<file path="config.mk">
export PLATFORM = sky130hd
export DESIGN_NAME = dio_direction_output_port
export DESIGN_NICKNAME = d
export VERILOG_FILES = /design/src/hdl/dio_port_pkg.sv /design/src/hdl/dio_direction_output_port.sv /design/src/hdl/dio_line_cell.sv
export SDC_FILE = /design/constraint.sdc
export NUM_CORES = 1
export LEC_CHECK = 0
export BUFFER_PORTS_ARGS = -buffer_cell sky130_fd_sc_hd__clkbuf_2
export CELL_PAD_IN_SITES_DETAIL_PLACEMENT = 1
export CELL_PAD_IN_SITES_GLOBAL_PLACEMENT = 1
export CORE_ASPECT_RATIO = 0.9
export CORE_MARGIN = 4
export CORE_UTILIZATION = 40
export CTS_BUF_LIST = sky130_fd_sc_hd__clkbuf_8
export DETAILED_ROUTE_END_ITERATION = 6
export PLACE_DENSITY = 0.81
export SETUP_SLACK_MARGIN = 0.2
export SLEW_MARGIN = 20
export SYNTH_ARGS = -nofsm -noshare
export SYNTH_HDL_FRONTEND = slang
export SYNTH_HIERARCHICAL = 1
export SYNTH_SLANG_ARGS = --single-unit
</file>
<file path="constraint.sdc">
create_clock -name mclk -period 2.5 [get_ports mclk]
set_input_delay 0.125 -clock mclk [delete_from_list [all_inputs] [get_ports mclk]]
set_output_delay 0.125 -clock mclk [all_outputs]
set_load 0.01 [all_outputs]
</file>
<file path="src/hdl/dio_port_pkg.sv">
/*
  constants and carrier types for the general-purpose digital pin port:
  register offsets, field positions, reset values and the bus request record.
  assumes a 32-bit avalon-mm slave with byte addresses.
*/
package dio_port_pkg;

  localparam int unsigned LINE_COUNT = 20;
  localparam int unsigned DO_COUNT   = 2;
  localparam int unsigned ADDR_W     = 6;
  localparam int unsigned DATA_W     = 32;
  localparam int unsigned UNUSED_W   = DATA_W - LINE_COUNT;

  ////////////////////////////////////////////////////////////////////////////
  // register byte offsets
  localparam logic [ADDR_W-1:0] OFF_IN_SEL    = 6'h00;
  localparam logic [ADDR_W-1:0] OFF_OUT_SEL   = 6'h04;
  localparam logic [ADDR_W-1:0] OFF_HI_SEL    = 6'h08;
  localparam logic [ADDR_W-1:0] OFF_LO_SEL    = 6'h0c;
  localparam logic [ADDR_W-1:0] OFF_PULL_ON   = 6'h10;
  localparam logic [ADDR_W-1:0] OFF_PULL_OFF  = 6'h14;
  localparam logic [ADDR_W-1:0] OFF_APPLY     = 6'h18;
  localparam logic [ADDR_W-1:0] OFF_DIR_STAT  = 6'h1c;
  localparam logic [ADDR_W-1:0] OFF_OUT_STAT  = 6'h20;
  localparam logic [ADDR_W-1:0] OFF_PULL_STAT = 6'h24;
  localparam logic [ADDR_W-1:0] OFF_LEVEL     = 6'h28;
  localparam logic [ADDR_W-1:0] OFF_DO_CTRL   = 6'h2c;
  localparam logic [ADDR_W-1:0] OFF_WAKE_CAP  = 6'h30;

  ////////////////////////////////////////////////////////////////////////////
  // field positions
  localparam int unsigned APPLY_DIR_BIT  = 0;
  localparam int unsigned APPLY_OUT_BIT  = 1;
  localparam int unsigned APPLY_PULL_BIT = 2;
  localparam int unsigned DO_EN_LSB      = 0;
  localparam int unsigned DO_DATA_LSB    = 8;

  ////////////////////////////////////////////////////////////////////////////
  // reset values
  localparam logic             DIR_RST     = 1'b0;
  localparam logic             VAL_RST     = 1'b0;
  localparam logic             PULL_RST    = 1'b1;
  localparam logic [DATA_W-1:0] WORD_ZERO  = 32'h0000_0000;
  localparam logic [DO_COUNT-1:0] DO_RST   = 2'h0;
  localparam logic [LINE_COUNT-1:0] MASK_RST = 20'h00000;

  typedef enum logic [0:0] {
    BUS_IDLE = 1'b0,
    BUS_ACK  = 1'b1
  } bus_state_type;

  typedef struct packed {
    logic              read;
    logic              write;
    logic [ADDR_W-1:0] address;
    logic [3:0]        byteenable;
    logic [DATA_W-1:0] writedata;
  } bus_req_type;

  typedef struct packed {
    logic pull;
    logic out;
    logic dir;
  } apply_type;

endpackage : dio_port_pkg

</file>
<file path="src/hdl/dio_direction_output_port.sv">
/*
  general-purpose digital pin port: twenty bidirectional lines and two
  output-only lines over avalon-mm; bidirectional lines driven from masked set/clear updates.
  assumes pins and peripheral ownership inputs are synchronous to mclk.
*/
// Functional notes
// twenty bidirectional lines on mask bits 0..19; bits 20..31 are ignored.
// two output-only lines, indexed zero and one, configured separately.
// after reset every bidirectional line is an input with driver off.
// direction update uses input and output masks; unnamed lines keep direction.
// a line named in both direction masks becomes an input.
// direction update for an owned line is stored, applied when owner releases.
// direction update never touches pull-up; pull-ups have their own update.
// output update uses drive-high and drive-low masks; unnamed lines hold value.
// a line named in both output masks becomes low.
// output value on an input line is kept, driven once it becomes output.
// output value on an owned line reaches the pin only after release.
// an enabled sharing peripheral controls the pin; general use unavailable.
// input lines are capable of raising interrupts and waking the device; the code has no interrupt and sets wake_capable only on input lines not owned.
// input read returns every pin level; unused bits read zero.
// output latches reset low, so a fresh output line drives low.
`timescale 1ns/100ps
module dio_direction_output_port
  import dio_port_pkg::*;
(
  // clock and reset
  input  wire logic                  mclk,
  input  wire logic                  rst_n,
  // avalon-mm slave
  input  wire logic [ADDR_W-1:0]     address,
  input  wire logic                  read,
  input  wire logic                  write,
  input  wire logic [3:0]            byteenable,
  input  wire logic [DATA_W-1:0]     writedata,
  output logic      [DATA_W-1:0]     readdata,
  output logic                       waitrequest,
  // bidirectional pin lines
  input  wire logic [LINE_COUNT-1:0] bidir_pin_line_in,
  output logic      [LINE_COUNT-1:0] bidir_pin_line_out,
  output logic      [LINE_COUNT-1:0] bidir_pin_line_oe_n,
  output logic      [LINE_COUNT-1:0] pullup_en,
  output logic      [LINE_COUNT-1:0] wake_capable,
  // sharing peripherals
  input  wire logic [LINE_COUNT-1:0] periph_own,
  input  wire logic [LINE_COUNT-1:0] periph_out,
  input  wire logic [LINE_COUNT-1:0] periph_drive,
  // output-only lines
  output logic      [DO_COUNT-1:0]   do_line_out,
  output logic      [DO_COUNT-1:0]   do_line_oe_n
);

  ////////////////////////////////////////////////////////////////////////////
  // bus slave

  bus_req_type              req;
  bus_state_type            bus_state_q;
  bus_state_type            bus_state_d;
  logic                     waitrequest_q;
  logic [DATA_W-1:0]        readdata_q;
  logic [DATA_W-1:0]        rd_mux;
  logic [DATA_W-1:0]        be_mask;
  logic                     req_take;
  logic                     wr_fire;
  logic                     rd_take;

  assign req      = '{read: read, write: write, address: address,
                      byteenable: byteenable, writedata: writedata};
  assign req_take = (bus_state_q == BUS_IDLE) && (req.read || req.write);
  assign rd_take  = req_take && req.read;
  // a write lands on the edge where the master sees waitrequest low
  assign wr_fire  = (bus_state_q == BUS_ACK) && req.write;
  assign be_mask  = {{8{req.byteenable[3]}}, {8{req.byteenable[2]}},
                     {8{req.byteenable[1]}}, {8{req.byteenable[0]}}};

  always_comb begin
    case (bus_state_q)
      BUS_IDLE: bus_state_d = req_take ? BUS_ACK : BUS_IDLE;
      BUS_ACK:  bus_state_d = BUS_IDLE;
      default:  bus_state_d = BUS_IDLE;
    endcase
  end

  always_ff @(posedge mclk or negedge rst_n) begin
    if (!rst_n) begin
      bus_state_q   <= BUS_IDLE;
      waitrequest_q <= 1'b1;
      readdata_q    <= WORD_ZERO;
    end else begin
      bus_state_q   <= bus_state_d;
      waitrequest_q <= ~req_take;
      if (rd_take) begin
        readdata_q <= rd_mux;
      end
    end
  end

  assign readdata    = readdata_q;
  assign waitrequest = waitrequest_q;

  ////////////////////////////////////////////////////////////////////////////
  // staged masks and update command

  logic [LINE_COUNT-1:0] in_sel_q;
  logic [LINE_COUNT-1:0] out_sel_q;
  logic [LINE_COUNT-1:0] hi_sel_q;
  logic [LINE_COUNT-1:0] lo_sel_q;
  logic [LINE_COUNT-1:0] pon_sel_q;
  logic [LINE_COUNT-1:0] poff_sel_q;
  logic [DATA_W-1:0]     do_ctrl_q;
  logic [LINE_COUNT-1:0] wr_val;
  logic [DATA_W-1:0]     do_wr_val;
  logic                  wr_in_sel;
  logic                  wr_out_sel;
  logic                  wr_hi_sel;
  logic                  wr_lo_sel;
  logic                  wr_pon;
  logic                  wr_poff;
  logic                  wr_apply;
  logic                  wr_do;
  apply_type             apply;

  assign wr_in_sel  = wr_fire && (req.address == OFF_IN_SEL);
  assign wr_out_sel = wr_fire && (req.address == OFF_OUT_SEL);
  assign wr_hi_sel  = wr_fire && (req.address == OFF_HI_SEL);
  assign wr_lo_sel  = wr_fire && (req.address == OFF_LO_SEL);
  assign wr_pon     = wr_fire && (req.address == OFF_PULL_ON);
  assign wr_poff    = wr_fire && (req.address == OFF_PULL_OFF);
  assign wr_apply   = wr_fire && (req.address == OFF_APPLY) && req.byteenable[0];
  assign wr_do      = wr_fire && (req.address == OFF_DO_CTRL);

  // bits 20..31 of every mask are dropped here, so they never reach a line
  assign wr_val    = req.writedata[LINE_COUNT-1:0] & be_mask[LINE_COUNT-1:0];
  assign do_wr_val = (req.writedata & be_mask) | (do_ctrl_q & ~be_mask);

  // masks are staged separately and committed together so both halves of an
  // update land on the same edge; the cost is one extra write per update
  assign apply.dir  = wr_apply && req.writedata[APPLY_DIR_BIT];
  assign apply.out  = wr_apply && req.writedata[APPLY_OUT_BIT];
  assign apply.pull = wr_apply && req.writedata[APPLY_PULL_BIT];

  always_ff @(posedge mclk or negedge rst_n) begin
    if (!rst_n) begin
      in_sel_q   <= MASK_RST;
      out_sel_q  <= MASK_RST;
      hi_sel_q   <= MASK_RST;
      lo_sel_q   <= MASK_RST;
      pon_sel_q  <= MASK_RST;
      poff_sel_q <= MASK_RST;
      do_ctrl_q  <= WORD_ZERO;
    end else begin
      if (wr_in_sel)  in_sel_q   <= wr_val;
      if (wr_out_sel) out_sel_q  <= wr_val;
      if (wr_hi_sel)  hi_sel_q   <= wr_val;
      if (wr_lo_sel)  lo_sel_q   <= wr_val;
      if (wr_pon)     pon_sel_q  <= wr_val;
      if (wr_poff)    poff_sel_q <= wr_val;
      if (wr_do)      do_ctrl_q  <= do_wr_val;
    end
  end

  ////////////////////////////////////////////////////////////////////////////
  // line cells

  logic [LINE_COUNT-1:0] dir_state;
  logic [LINE_COUNT-1:0] val_state;
  logic [LINE_COUNT-1:0] pull_state;

  for (genvar i = 0; i < LINE_COUNT; i++) begin : g_line
    dio_line_cell #(
      .DIR_INIT  (DIR_RST),
      .PULL_INIT (PULL_RST)
    ) u_cell (
      .mclk         (mclk),
      .rst_n        (rst_n),
      .apply        (apply),
      .in_sel       (in_sel_q[i]),
      .out_sel      (out_sel_q[i]),
      .hi_sel       (hi_sel_q[i]),
      .lo_sel       (lo_sel_q[i]),
      .pull_on      (pon_sel_q[i]),
      .pull_off     (poff_sel_q[i]),
      .own          (periph_own[i]),
      .periph_out   (periph_out[i]),
      .periph_drive (periph_drive[i]),
      .dir_q        (dir_state[i]),
      .val_q        (val_state[i]),
      .pull_q       (pull_state[i]),
      .pad_out_q    (bidir_pin_line_out[i]),
      .pad_oe_n_q   (bidir_pin_line_oe_n[i]),
      .wake_cap_q   (wake_capable[i])
    );
  end

  assign pullup_en = pull_state;

  ////////////////////////////////////////////////////////////////////////////
  // output-only lines

  logic [DO_COUNT-1:0] do_out_q;
  logic [DO_COUNT-1:0] do_oe_n_q;

  always_ff @(posedge mclk or negedge rst_n) begin
    if (!rst_n) begin
      do_out_q  <= DO_RST;
      do_oe_n_q <= ~DO_RST;
    end else begin
      do_out_q  <= do_ctrl_q[DO_DATA_LSB +: DO_COUNT];
      do_oe_n_q <= ~do_ctrl_q[DO_EN_LSB +: DO_COUNT];
    end
  end

  assign do_line_out  = do_out_q;
  assign do_line_oe_n = do_oe_n_q;

  ////////////////////////////////////////////////////////////////////////////
  // read selection

  logic [UNUSED_W-1:0] pad_zero;
  logic [DATA_W-1:0]   do_rd;

  assign pad_zero = '0;
  assign do_rd    = do_ctrl_q & ({{(DATA_W-DO_DATA_LSB-DO_COUNT){1'b0}}, {DO_COUNT{1'b1}},
                                  {(DO_DATA_LSB-DO_COUNT){1'b0}}, {DO_COUNT{1'b1}}});

  always_comb begin
    case (req.address)
      OFF_IN_SEL:    rd_mux = {pad_zero, in_sel_q};
      OFF_OUT_SEL:   rd_mux = {pad_zero, out_sel_q};
      OFF_HI_SEL:    rd_mux = {pad_zero, hi_sel_q};
      OFF_LO_SEL:    rd_mux = {pad_zero, lo_sel_q};
      OFF_PULL_ON:   rd_mux = {pad_zero, pon_sel_q};
      OFF_PULL_OFF:  rd_mux = {pad_zero, poff_sel_q};
      OFF_DIR_STAT:  rd_mux = {pad_zero, dir_state};
      OFF_OUT_STAT:  rd_mux = {pad_zero, val_state};
      OFF_PULL_STAT: rd_mux = {pad_zero, pull_state};
      OFF_LEVEL:     rd_mux = {pad_zero, bidir_pin_line_in};
      OFF_DO_CTRL:   rd_mux = do_rd;
      OFF_WAKE_CAP:  rd_mux = {pad_zero, wake_capable};
      default:       rd_mux = WORD_ZERO;
    endcase
  end

  ////////////////////////////////////////////////////////////////////////////
  // checks

  logic dir_touched_q;
  logic out_touched_q;

  always_ff @(posedge mclk or negedge rst_n) begin
    if (!rst_n) begin
      dir_touched_q <= 1'b0;
      out_touched_q <= 1'b0;
    end else begin
      dir_touched_q <= dir_touched_q | apply.dir;
      out_touched_q <= out_touched_q | apply.out;
    end
  end
endmodule // dio_direction_output_port

</file>
<file path="src/hdl/dio_line_cell.sv">
/*
  one bidirectional pin line: direction, output latch and pull-up state,
  and the registered pad drive, with the sharing peripheral taking precedence.
  assumes apply strobes are single-cycle and masks are stable when they fire.
*/
`timescale 1ns/100ps
module dio_line_cell
  import dio_port_pkg::*;
#(
  parameter logic DIR_INIT  = DIR_RST,
  parameter logic PULL_INIT = PULL_RST
) (
  // clock and reset
  input  wire logic mclk,
  input  wire logic rst_n,
  // update strobes and this line's mask bits
  input  wire apply_type apply,
  input  wire logic  in_sel,
  input  wire logic  out_sel,
  input  wire logic  hi_sel,
  input  wire logic  lo_sel,
  input  wire logic  pull_on,
  input  wire logic  pull_off,
  // sharing peripheral
  input  wire logic  own,
  input  wire logic  periph_out,
  input  wire logic  periph_drive,
  // state and pad
  output logic       dir_q,
  output logic       val_q,
  output logic       pull_q,
  output logic       pad_out_q,
  output logic       pad_oe_n_q,
  output logic       wake_cap_q
);

  logic dir_d;
  logic val_d;
  logic pull_d;

  // input select wins over output select; low wins over high; off wins over on
  assign dir_d  = apply.dir  ? ((dir_q | out_sel) & ~in_sel) : dir_q;
  assign val_d  = apply.out  ? ((val_q | hi_sel) & ~lo_sel)  : val_q;
  assign pull_d = apply.pull ? ((pull_q | pull_on) & ~pull_off) : pull_q;

  always_ff @(posedge mclk or negedge rst_n) begin
    if (!rst_n) begin
      dir_q      <= DIR_INIT;
      val_q      <= VAL_RST;
      pull_q     <= PULL_INIT;
      pad_out_q  <= VAL_RST;
      pad_oe_n_q <= 1'b1;
      wake_cap_q <= 1'b0;
    end else begin
      dir_q      <= dir_d;           // stored even while owned
      val_q      <= val_d;           // latched regardless of pad use
      pull_q     <= pull_d;
      pad_out_q  <= own ? periph_out : val_q;
      pad_oe_n_q <= own ? ~periph_drive : ~dir_q;
      wake_cap_q <= ~dir_q & ~own;
    end
  end

endmodule // dio_line_cell

</file>
# Word level (Yosys, flattened, before mapping)
# Index checks and enable logic that the tools add are counted.
word_totals:
  out_inout_bits: 117
  regBits: 310
  in_bits: 126
  word_cells: 472
classes:
  eq_ne: 12
  n_mux: 43
  bitwise_logic: 268
  reduce_logical: 17
op_table:
  columns: ["cell", "count"]
  rows:
  - ["20-bit one-hot mux with 12 select lines", 1]
  - ["1-bit inverter", 122]
  - ["1-bit bitwise AND", 80]
  - ["32-bit bitwise AND", 2]
  - ["1-bit bitwise OR", 60]
  - ["1-bit two-way mux", 41]
  - ["32-bit inverter", 1]
  - ["32-bit bitwise OR", 1]
  - ["6-bit == test (second input constant)", 5]
  - ["6-bit by 5-bit == test with 1-bit output (second input constant)", 4]
  - ["20-bit bitwise AND", 1]
  - ["1-bit logical AND", 15]
  - ["6-bit by 4-bit == test with 1-bit output (second input constant)", 2]
  - ["6-bit by 3-bit == test with 1-bit output (second input constant)", 1]
  - ["6-bit logical NOT", 1]
  - ["2-bit inverter", 1]
  - ["1-bit one-hot mux with 2 select lines", 1]
  - ["1-bit logical OR", 1]

# Logic depth before layout (Yosys ltp)
# Gate-level depths: netlist of run 1.
depth:
  depth_word: 4
  depth_mapped: 9

# Modules after synthesis
# The synthesis of run 1 kept the hierarchy.
by_module_without_submodules:
  columns: ["mod", "seq_area_each_um2", "cells_per_inst", "n_inst", "area_each_um2"]
  rows:
  - ["dio_direction_output_port", 3757.4, 729, 1, 7392.1]
  - ["dio_line_cell", 152.6, 15, 20, 211.5]

# Worst setup path before layout of run 1
# OpenSTA, ideal clock, no wires.
synth_timing:
  path_kind: "input-to-reg"
  startpoint: "input address[2]"
  endpoint: "register g_line[0].u_cell.dir_q"
  setup_time_ns: 0.084
  setup_slack_ns: 0.351
  path_stages: 7
  path_buffers: 2
  arrival_ns: 2.065
  path_cell_list: "buf_6 > or4b_1 > buf_2 > nor2_1 > and2_1 > a21oi_1 > a21oi_1"
synth_lines:
  columns: ["item", "line", "text"]
  rows:
  - ["start: declaration", "dio_direction_output_port.sv:30", "input wire logic [ADDR_W-1:0] address,"]
  - ["end signal: assignment", "dio_line_cell.sv:55", "dir_q <= dir_d;"]
  - ["end: declaration", "dio_line_cell.sv:29", "output logic dir_q,"]

# Worst setup path after layout of run 1
layout_timing:
  startpoint: "register bus_state_q"
  endpoint: "register readdata_q[6], in the netlist readdata[6]"
layout_via:
  elab_chain_cells: 3
layout_lines:
  columns: ["item", "line", "text"]
  rows:
  - ["start: declaration", "dio_direction_output_port.sv:56", "bus_state_type bus_state_q;"]
  - ["start signal: assignment", "dio_direction_output_port.sv:89", "bus_state_q <= bus_state_d;"]
  - ["1-bit inverter", "dio_direction_output_port.sv:68", "assign req_take = (bus_state_q == BUS_IDLE) && (req.read || req.write);"]
  - ["1-bit logical AND", "dio_direction_output_port.sv:68", null]
  - ["1-bit logical AND", "dio_direction_output_port.sv:69", "assign rd_take = req_take && req.read;"]
  - ["end signal: assignment", "dio_direction_output_port.sv:92", "readdata_q <= rd_mux;"]
  - ["end: declaration", "dio_direction_output_port.sv:59", "logic [DATA_W-1:0] readdata_q;"]
# No other way between the ends.
# A chain may end at the register's enable or synchronous reset.

==> metrics, run 1 <==
outcome=finished, final reports clean; CP Buf/Inv Count=1; CTS Buffer Depth=3; Initial Utilization=0.411; CTS Sinks=270; FF+latch count, synth=270; share of cells above drive strength 1=0.318; CP Cell Sequence=nand2b_2 -> a2111oi_4 -> buf_4 -> a21oi_1 -> a31oi_1; fmax=around 500 MHz; H-tree levels=2; TritonRoute pass-1 iters=5; CTS tree=built; Final period util=0.796; Routed WL per cell=23.8 µm; Rows=58; CP required=~3000 ps; NumNets Final=1,532; DR iter-0 viols=873; Die Height=about 170 µm; Post-synth EDFFs=0; ys flop type=dfrtp_1; Post-CTS Setup Repair Bufs=0; setup TNS=0 ps; Max Slew Vio Count=0; post-synthesis sequential area ratio=0.586; global route overflow=0; worst slew pin tran=approximately 680 ps; final setup vio count=0; Hold Path Class=in -> reg; average vias per placed instance=5.66; CP top delay family=compound AO/OA/AOI/OAI gates; ys async rst share=1.00; CP Launch Type=flip-flop; Leak=a little over 7 nW; number of routed nets with antenna violations=0; Die ar.=31,800 µm²; total CTS buffers=between 40 and 50; first-pass GRT wire length=66.7 mm; vias=10,203; clock root cell=clkbuf_8; Top-Level Pins=243; Final Wtd Congestion=0.831; number of synthesis warnings=6; Critical Path AT=2460 ps; Core Footprint=28,300 µm²; vias in the first global route=11,381; Tot GR Track Use=0.266; initial antenna violation count=1; Skew-Pair Late Insertion Delay=approximately 570 ps; skew final=36.7 ps; Syn-to-layout area delta=32.8%; CP Capture Type=flip-flop; Final Hold Vio Count=0; Rel. slew slack=0.547; antenna cells=0; Max VDD drop=0.383 mV; largest net degree at the start of global routing=80; max-cap viol count=0; Total Wirelength=42.9 mm; Die X=approximately 190 µm; Final Critical Period=1990 ps; Post-Syn Instances=1,029; Mapped Area=~12,000 µm²; RSZ-0062 raised after global routing=no; Finished Core Util=0.545; power per cell area=617 nW/µm²; Unique masters post-synth=55; critical path type=reg -> reg; Port Buf Inserts=between 200 and 250; Clock transition at path regs=60 ps; HPWL Detailed=27.9 mm; Residual DRC=0; Max stage delay on crit path=approximately 500 ps; Avg Inst Size Synth=11.3 µm²; worst-path maximum fanout=20; Slowest-stage cell, CP=nand2b_2
==> state kept, by name, summed over array words and instances, names as in the netlist, named ones only <==
signal,count
do_line_out,2
hi_sel_q,20
g_line.u_cell/pad_out_q,20
g_line.u_cell/pad_oe_n_q,20
g_line.u_cell/pull_q,20
in_sel_q,20
readdata,20
do_line_oe_n,2
poff_sel_q,20
bus_state_q,1
g_line.u_cell/wake_cap_q,20
g_line.u_cell/val_q,20
lo_sel_q,20
waitrequest,1
out_sel_q,20
pon_sel_q,20
g_line.u_cell/dir_q,20
==> what timing repair did <==
action | in CTS | in global routing
hold endpoints to repair | 220 | 0
setup endpoints to repair | 0 | 3
gates resized for setup | 0 | 1
hold buffers | 118 | 0
==> final cells by class <==
type | count | area, µm²
timing repair buffer | 387 | 2730
multi-input combinational | 698 | 4510
tap | 360 | 450
clock buffer | 58 | 798
fill | 3071 | 12900
inverter | 3 | 11.3
sequential | 270 | 6810
clock inverter | 28 | 124
==> cell usage after synthesis (all sizes together) (3+ instances only) <==
library cell / count / share of area
inv: 3 / 0.00097
nand3: 5 / 0.0022
mux2: 29 / 0.035
a21oi: 151 / 0.065
and2: 5 / 0.0027
nor3: 8 / 0.0058
a22o: 14 / 0.011
nand2: 160 / 0.052
dfstp: 43 / 0.097
buf: 39 / 0.022
mux4: 16 / 0.031
a31oi: 10 / 0.0054
o21ai: 127 / 0.061
a221oi: 7 / 0.0053
nand2b: 3 / 0.0016
a222oi: 9 / 0.0078
a211oi: 3 / 0.0019
o211ai: 6 / 0.0039
clkbuf: 30 / 0.0099
a22oi: 13 / 0.0084
and3: 3 / 0.0016
mux2i: 52 / 0.045
nand3b: 4 / 0.0026
dfrtp: 227 / 0.49
nor2: 35 / 0.012
==> worst reg2reg max path, cell delays in order (launching register included) <==
cell	delay, ps
dfrtp_1	380
nand2b_2	500
a2111oi_4	490
buf_4	310
a21oi_1	80
a31oi_1	170
==> placed cells by master (no fill, tap or decap), types with 34 or more instances in the layout <==
cell	instances
dfstp_2	43
nor2_1	34
dfrtp_1	227
mux2i_1	52
dlygate4sd3_1	118
clkbuf_2	214
o21ai_0	105
a21oi_1	151
clkbuf_8	58
nand2_1	159
buf_4	47
==> path summary, 6_finish.rpt <==
path                                      endpoint  depth (start not counted)             startpoint  slack (ps)
min                                   readdata[15]                          4  bidir_pin_line_in[15]          30
max                                    readdata[6]                          5            bus_state_q         510
max reg2reg                            readdata[6]                          5            bus_state_q         510
min in group asynchronous              in_sel_q[9]                          2                  rst_n         150
min reg2reg                         do_line_out[1]                          0              flip-flop         400
max in group asynchronous  g_line[4].u_cell/pull_q                          3                  rst_n        1470
==> layer usage <==
layer	up-vias	track usage	wire [µm]
met5	-	0	13
met4	2	0.109	1740
met3	128	0.0677	3140
met2	439	0.439	20400
met1	5168	0.338	17600
li1	4466	-	-
==> where the power goes <==
| group | total [mW] | switching [mW] | internal (mW) |
|---|---|---|---|
| Combinational | 0.918 | 0.506 | 0.412 |
| Clock | 3.95 | 1.85 | 2.10 |
| Sequential | 4.66 | 0.118 | 4.54 |
| Total | 9.52 | 2.47 | 7.05 |
==> through the flow <==
| stage | cell area (µm²) | hold slack, ps | setup WS [ps] | std cells | total power [mW] |
|---|---|---|---|---|---|
| after floorplan | 11700 | -171 | 351 | 1040 | 5.05 |
| after global placement | 13300 | 162 | 406 | 1600 | 5.45 |
| after detailed placement | 13300 | 158 | 325 | 1600 | 5.48 |
| after CTS | 15400 | 6.20 | 402 | 1804 | 9.56 |
| after global routing | 15400 | 26.0 | 349 | 1804 | 9.91 |
| final | 15400 | 30.2 | 510 | 1804 | 9.52 |
==> kinds of logic (layout without fill, tap and decap cells) <==
| kind of cell | Yosys count | count (layout) | synth area share |
|---|---|---|---|
| buf+inv | 72 | 476 | 0.0332 |
| flops | 270 | 270 | 0.586 |
| other cells | 1 | 12 | 0.000323 |
| mux | 97 | 97 | 0.110 |
| simple gates | 236 | 236 | 0.0909 |
| compound gates | 353 | 353 | 0.179 |
Power figures use the tool's default switching activity.
==> run 2, diff against run 1 <==
==> constraint.sdc (replaced) <==
create_clock -name mclk -period 2 [get_ports mclk]
set_input_delay 0.1 -clock mclk [delete_from_list [all_inputs] [get_ports mclk]]
set_output_delay 0.1 -clock mclk [all_outputs]
set_load 0.01 [all_outputs]
==> metrics, run 2 (synthesis gave the netlist of run 1 again) <==
outcome=finished, final reports clean (unchanged); Rows=58 (unchanged); Top-Level Pins=243 (unchanged); NumNets Final=1,558 (was 1,532); Slowest-stage cell, CP=mux4_2 (was nand2b_2); CP Capture Type=flip-flop (unchanged); CTS Buffer Depth=3 (unchanged); CP Launch Type=flip-flop (unchanged); CTS Sinks=270 (unchanged); worst reg2reg path depth=4 (was 5); average vias per placed instance=5.78 (was 5.66); Max VDD drop=0.513 mV (was 0.383 mV); max-cap viol count=0 (unchanged); global route overflow=0 (unchanged); DR iter-0 viols=931 (was 873); CP required=2440 ps (was 2970 ps); Die ar.=31,800 µm² (unchanged); CP Buf/Inv Count=0 (was 1); CP top delay family=compound AO/OA/AOI/OAI gates (unchanged); Core Footprint=28,300 µm² (unchanged); Clock transition at path regs=70 ps (was 60 ps); total CTS buffers=47 (was 46); Max Slew Vio Count=0 (unchanged); CP Cell Sequence=mux4_2 -> a222oi_1 -> o211ai_1 -> a22o_1 (was nand2b_2 -> a2111oi_4 -> buf_4 -> a21oi_1 -> a31oi_1); power per cell area=797 nW/µm² (was 617 nW/µm²); setup TNS=0 ps (unchanged); Hold Path Class=in -> reg (unchanged); Final Wtd Congestion=0.889 (was 0.831); critical path capture point=readdata[7] (was readdata[6]); leading cell type in the layout, fill and taps excluded=dfrtp_1 (unchanged); Initial Utilization=0.411 (unchanged); number of routed nets with antenna violations=0 (unchanged); fmax=559 MHz (was 503 MHz); CTS tree=built (unchanged); Critical R2R Launch=pon_sel_q[7] (was bus_state_q); Final Critical Period=1790 ps (was 1990 ps); Die Height=170 µm (unchanged); largest net degree at the start of global routing=67 (was 80); Rel. slew slack=0.621 (was 0.547); Total Wirelength=45.1 mm (was 42.9 mm); Die X=188 µm (unchanged); Port Buf Inserts=217 (unchanged); Skew-Pair Late Insertion Delay=570 ps (about the same); r2r endpoint=readdata[7] (was readdata[6]); vias in the first global route=11,688 (was 11,381); HPWL Detailed=28.8 mm (was 27.9 mm); worst-path maximum fanout=2 (was 20); TritonRoute pass-1 iters=5 (unchanged); vias=10,591 (was 10,203); r2r setup slk=210 ps (was 510 ps); worst slew pin tran=568 ps (was 680 ps); clock root cell=clkbuf_8 (unchanged); cell count along the critical path=4 (was 5); Overall Power=12.6 mW (was 9.52 mW); Leak=7.44 nW (was 7.22 nW); initial antenna violation count=2 (was 1); Final period util=0.895 (was 0.796); RSZ-0062 raised after global routing=no (unchanged); skew final=21.1 ps (was 36.7 ps); Hold Path Depth=3 (was 4); Critical Path AT=2230 ps (was 2460 ps); first-pass GRT wire length=69.4 mm (was 66.7 mm); Syn-to-layout area delta=36.5% (was 32.8%); final setup vio count=0 (unchanged); Residual DRC=0 (unchanged); share of cells above drive strength 1=0.331 (was 0.318); Final Hold Vio Count=0 (unchanged); H-tree levels=2 (unchanged); critical path type=reg -> reg (unchanged); Worst Setup SP=pon_sel_q[7] (was bus_state_q); Routed WL per cell=24.6 µm (was 23.8 µm); most frequent cells in the layout=dfrtp_1 (227), clkbuf_2 (214), nand2_1 (159) (unchanged); Tot GR Track Use=0.279 (was 0.266); Max stage delay on crit path=470 ps (was 500 ps)
==> run 2: cell count changes in the layout (fill, tap and decap cells not counted), moves of 2 or more <==
cell	change
diode_2	+2
bufinv_16	+3
clkinv_2	-4
clkbuf_8	+6
clkinvlp_4	-2
buf_12	+9
buf_4	+17
==> run 2: how the worst min path moves through the flow <==
stage / start / end
3_3_place_gp: rst_n / g_line[15].u_cell/wake_cap_q
6_report: writedata[2] / hi_sel_q[2]
2_1_floorplan: rst_n / async pin
3_5_place_dp: rst_n / g_line[15].u_cell/pad_out_q
5_1_grt: writedata[2] / hi_sel_q[2]
4_1_cts: writedata[2] / hi_sel_q[2]
==> run 2: area by class of cell <==
| cell class | instances | area [µm²] |
|---|---|---|
| Inverter | 3 | 11.3 |
| Timing Repair Buffer | 412 | 3030 |
| Fill cell | 3048 | 12400 |
| Clock inverter | 23 | 166 |
| Antenna cell | 2 | 5.00 |
| Clock buffer | 64 | 881 |
| Tap cell | 360 | 450 |
| Multi-Input combinational cell | 698 | 4510 |
| Sequential cell | 270 | 6810 |
==> run 2: through the flow <==
stage / instances / hold WS, ps / util / worst slack [ps] / instance area [µm²]
2_1_floorplan: 1040 / -196 / - / 194 / 11700
3_3_place_gp: 1623 / 100 / 0.481 / 109 / 13600
3_5_place_dp: 1623 / 103 / 0.481 / 11.5 / 13600
4_1_cts: 1827 / 16.5 / 0.559 / 246 / 15800
5_1_grt: 1831 / 23.6 / 0.560 / 174 / 15900
6_report: 1832 / 37.8 / 0.560 / 210 / 15900
==> run 2: report_power, final <==
| part | leakage [nW] | switching [mW] | internal, mW |
|---|---|---|---|
| Clock | 0.608 | 2.40 | 3.23 |
| Sequential | 3.53 | 0.150 | 5.68 |
| Combinational | 3.30 | 0.648 | 0.546 |
==> run 2: per-layer routing <==
layer / share of wire / wire [µm] / track usage
met1: 0.39 / 17500 / 0.351
met2: 0.49 / 21900 / 0.472
met3: 0.078 / 3530 / 0.0566
met4: 0.048 / 2160 / 0.125
met5: 0.00033 / 15 / 0
==> run 2: timing repair <==
item                       CTS  global route
setup endpoints to repair    0            25
resized for setup            0             1
hold endpoints to repair   403             0
hold buffers               117             0
setup buffers                0             3
==> run 2: worst reg2reg max path, cell delays in order, from the launching register on <==
cell and delay [ps]:
dfrtp_1 430, mux4_2 470, a222oi_1 410, o211ai_1 160, a22o_1 200
==> run 3, diff against run 2 <==
==> constraint.sdc (replaced) <==
create_clock -name mclk -period 1.8 [get_ports mclk]
set_input_delay 0.09 -clock mclk [delete_from_list [all_inputs] [get_ports mclk]]
set_output_delay 0.09 -clock mclk [all_outputs]
set_load 0.01 [all_outputs]
==> metrics, run 3 (synthesis gave the netlist of run 1 again) <==
outcome=finished, final reports clean (unchanged); max-cap viol count=0 (unchanged); r2r endpoint=readdata[12] (was readdata[7]); Rel. slew slack=0.664 (was 0.621); Final Hold Vio Count=0 (unchanged); clock root cell=clkbuf_8 (unchanged); critical path type=reg -> reg (unchanged); fmax=574 MHz (was 559 MHz); worst reg2reg path depth=4 (unchanged); global route overflow=0 (unchanged); grt peak-use layer=met2 (unchanged); Leak=7.53 nW (was 7.44 nW); TritonRoute pass-1 iters=5 (unchanged); Die ar.=31,800 µm² (unchanged); Port Buf Inserts=217 (unchanged); vias=10,658 (was 10,591); number of routed nets with antenna violations=0 (unchanged); Rows=58 (unchanged); DR iter-0 viols=950 (was 931); CP Capture Type=flip-flop (unchanged); Final period util=0.967 (was 0.895); CTS Sinks=270 (unchanged); Die Height=170 µm (unchanged); Final Wtd Congestion=0.879 (was 0.889); H-tree levels=2 (unchanged); Final Critical Period=1740 ps (was 1790 ps); Initial Utilization=0.411 (unchanged); CP required=2250 ps (was 2440 ps); leading cell type in the layout, fill and taps excluded=dfrtp_1 (unchanged); filler instances=3,028 (was 3,048); most frequent cells in the layout=dfrtp_1 (227), clkbuf_2 (214), nand2_1 (158) (was dfrtp_1 (227), clkbuf_2 (214), nand2_1 (159)); CTS Buffer Depth=3 (unchanged); Critical Path AT=2190 ps (was 2230 ps); Skew-Pair Late Insertion Delay=560 ps (was 570 ps); Clock transition at path regs=60 ps (was 70 ps); HPWL Detailed=29.0 mm (was 28.8 mm); r2r setup slk=60 ps (was 210 ps); Residual DRC=0 (unchanged); met1 Resource Use GR=0.360 (was 0.351); vias in the first global route=11,779 (was 11,688); met3 GRT Util=0.0557 (was 0.0566); Total Wirelength=46.4 mm (was 45.1 mm); RSZ-0062 raised after global routing=yes (was no); first-pass GRT wire length=70.4 mm (was 69.4 mm); Top-Level Pins=243 (unchanged); worst-path maximum fanout=3 (was 2); total CTS buffers=47 (unchanged); CTS tree=built (unchanged); Tot GR Track Use=0.284 (was 0.279); final setup vio count=0 (unchanged); worst slew pin tran=503 ps (was 568 ps); largest net degree at the start of global routing=58 (was 67); average vias per placed instance=5.77 (was 5.78); power per cell area=844 nW/µm² (was 797 nW/µm²); share of cells above drive strength 1=0.345 (was 0.331); Hold Path Class=in -> async (was in -> reg); met2 Use GR=0.488 (was 0.472); skew final=23.2 ps (was 21.1 ps); Max VDD drop=0.519 mV (was 0.513 mV); Critical R2R Launch=g_line[12].u_cell/val_q (was pon_sel_q[7]); Max Slew Vio Count=0 (unchanged); initial antenna violation count=3 (was 2); NumNets Final=1,571 (was 1,558); Final Non-Filler Cells=1,846 (was 1,832); dpl cells=1,627 (was 1,623); Routed WL per cell=25.2 µm (was 24.6 µm); Die X=188 µm (unchanged); Syn-to-layout area delta=38.7% (was 36.5%); CP Launch Type=flip-flop (unchanged); Core Footprint=28,300 µm² (unchanged); worst hold slack=56.8 ps (was 37.8 ps)
## run 3: worst max-delay path by stage
stage | from | end | depth (start not counted) | slack (ps)
6_report | g_line[12].u_cell/val_q | readdata[12] | 4 | 60
5_1_grt | g_line[7].u_cell/val_q | readdata[7] | 4 | -30
4_1_cts | g_line[7].u_cell/val_q | readdata[7] | 4 | 60
3_5_place_dp | address[1] | out_sel_q[8] | 8 | -140
3_3_place_gp | address[4] | readdata[5] | 8 | -100
2_1_floorplan | address[2] | hi_sel_q[9] | 8 | 140
## run 3: metal layers
layer,vias to the layer above,wire (µm)
met2,531,23200
li1,4559,-
met4,2,1440
met5,-,13
met1,5458,18500
met3,108,3320
## run 3: through the flow
stage	area [µm²]	TNS, ps	utilization	worst slack [ps]	power, mW
floorplan	11700	0	-	140	7.03
global placement	13800	-710	0.487	-103	7.63
global route	16100	-34.5	0.569	-34.5	14.1
CTS	16000	0	0.564	55.4	13.6
detailed placement	13800	-2200	0.487	-141	7.68
finish	16100	0	0.569	59.0	13.6
## run 3: timing repair
item	in CTS	in global routing
gates cloned	0	1
gates resized for setup	4	12
hold endpoints to repair	409	0
hold buffers	119	0
setup endpoints to repair	13	26
pin swaps	5	9
buffers inserted	1	8
## run 3: worst max-delay path, stage by stage, from the launching register on
cell and delay (ps):
dfrtp_1 420, mux4_2 500, a222oi_1 340, o211ai_1 170, a22o_1 200
## run 3: final cells by class
class	instances	area, µm²	share of cell area
multi-input cells	698	4580	0.284
clock buffers	62	853	0.0530
flip-flops and latches	270	6810	0.423
clock inverters	25	110	0.00683
diodes	3	7.51	0.000466
well taps	360	450	0.0280
repair buffers	425	3290	0.204
inverters	3	11.3	0.000699
## run 3: power by group
group / total, mW / internal [mW] / switching, mW
Sequential: 6.47 / 6.31 / 0.167
Combinational: 1.38 / 0.629 / 0.746
Clock: 5.75 / 3.08 / 2.67
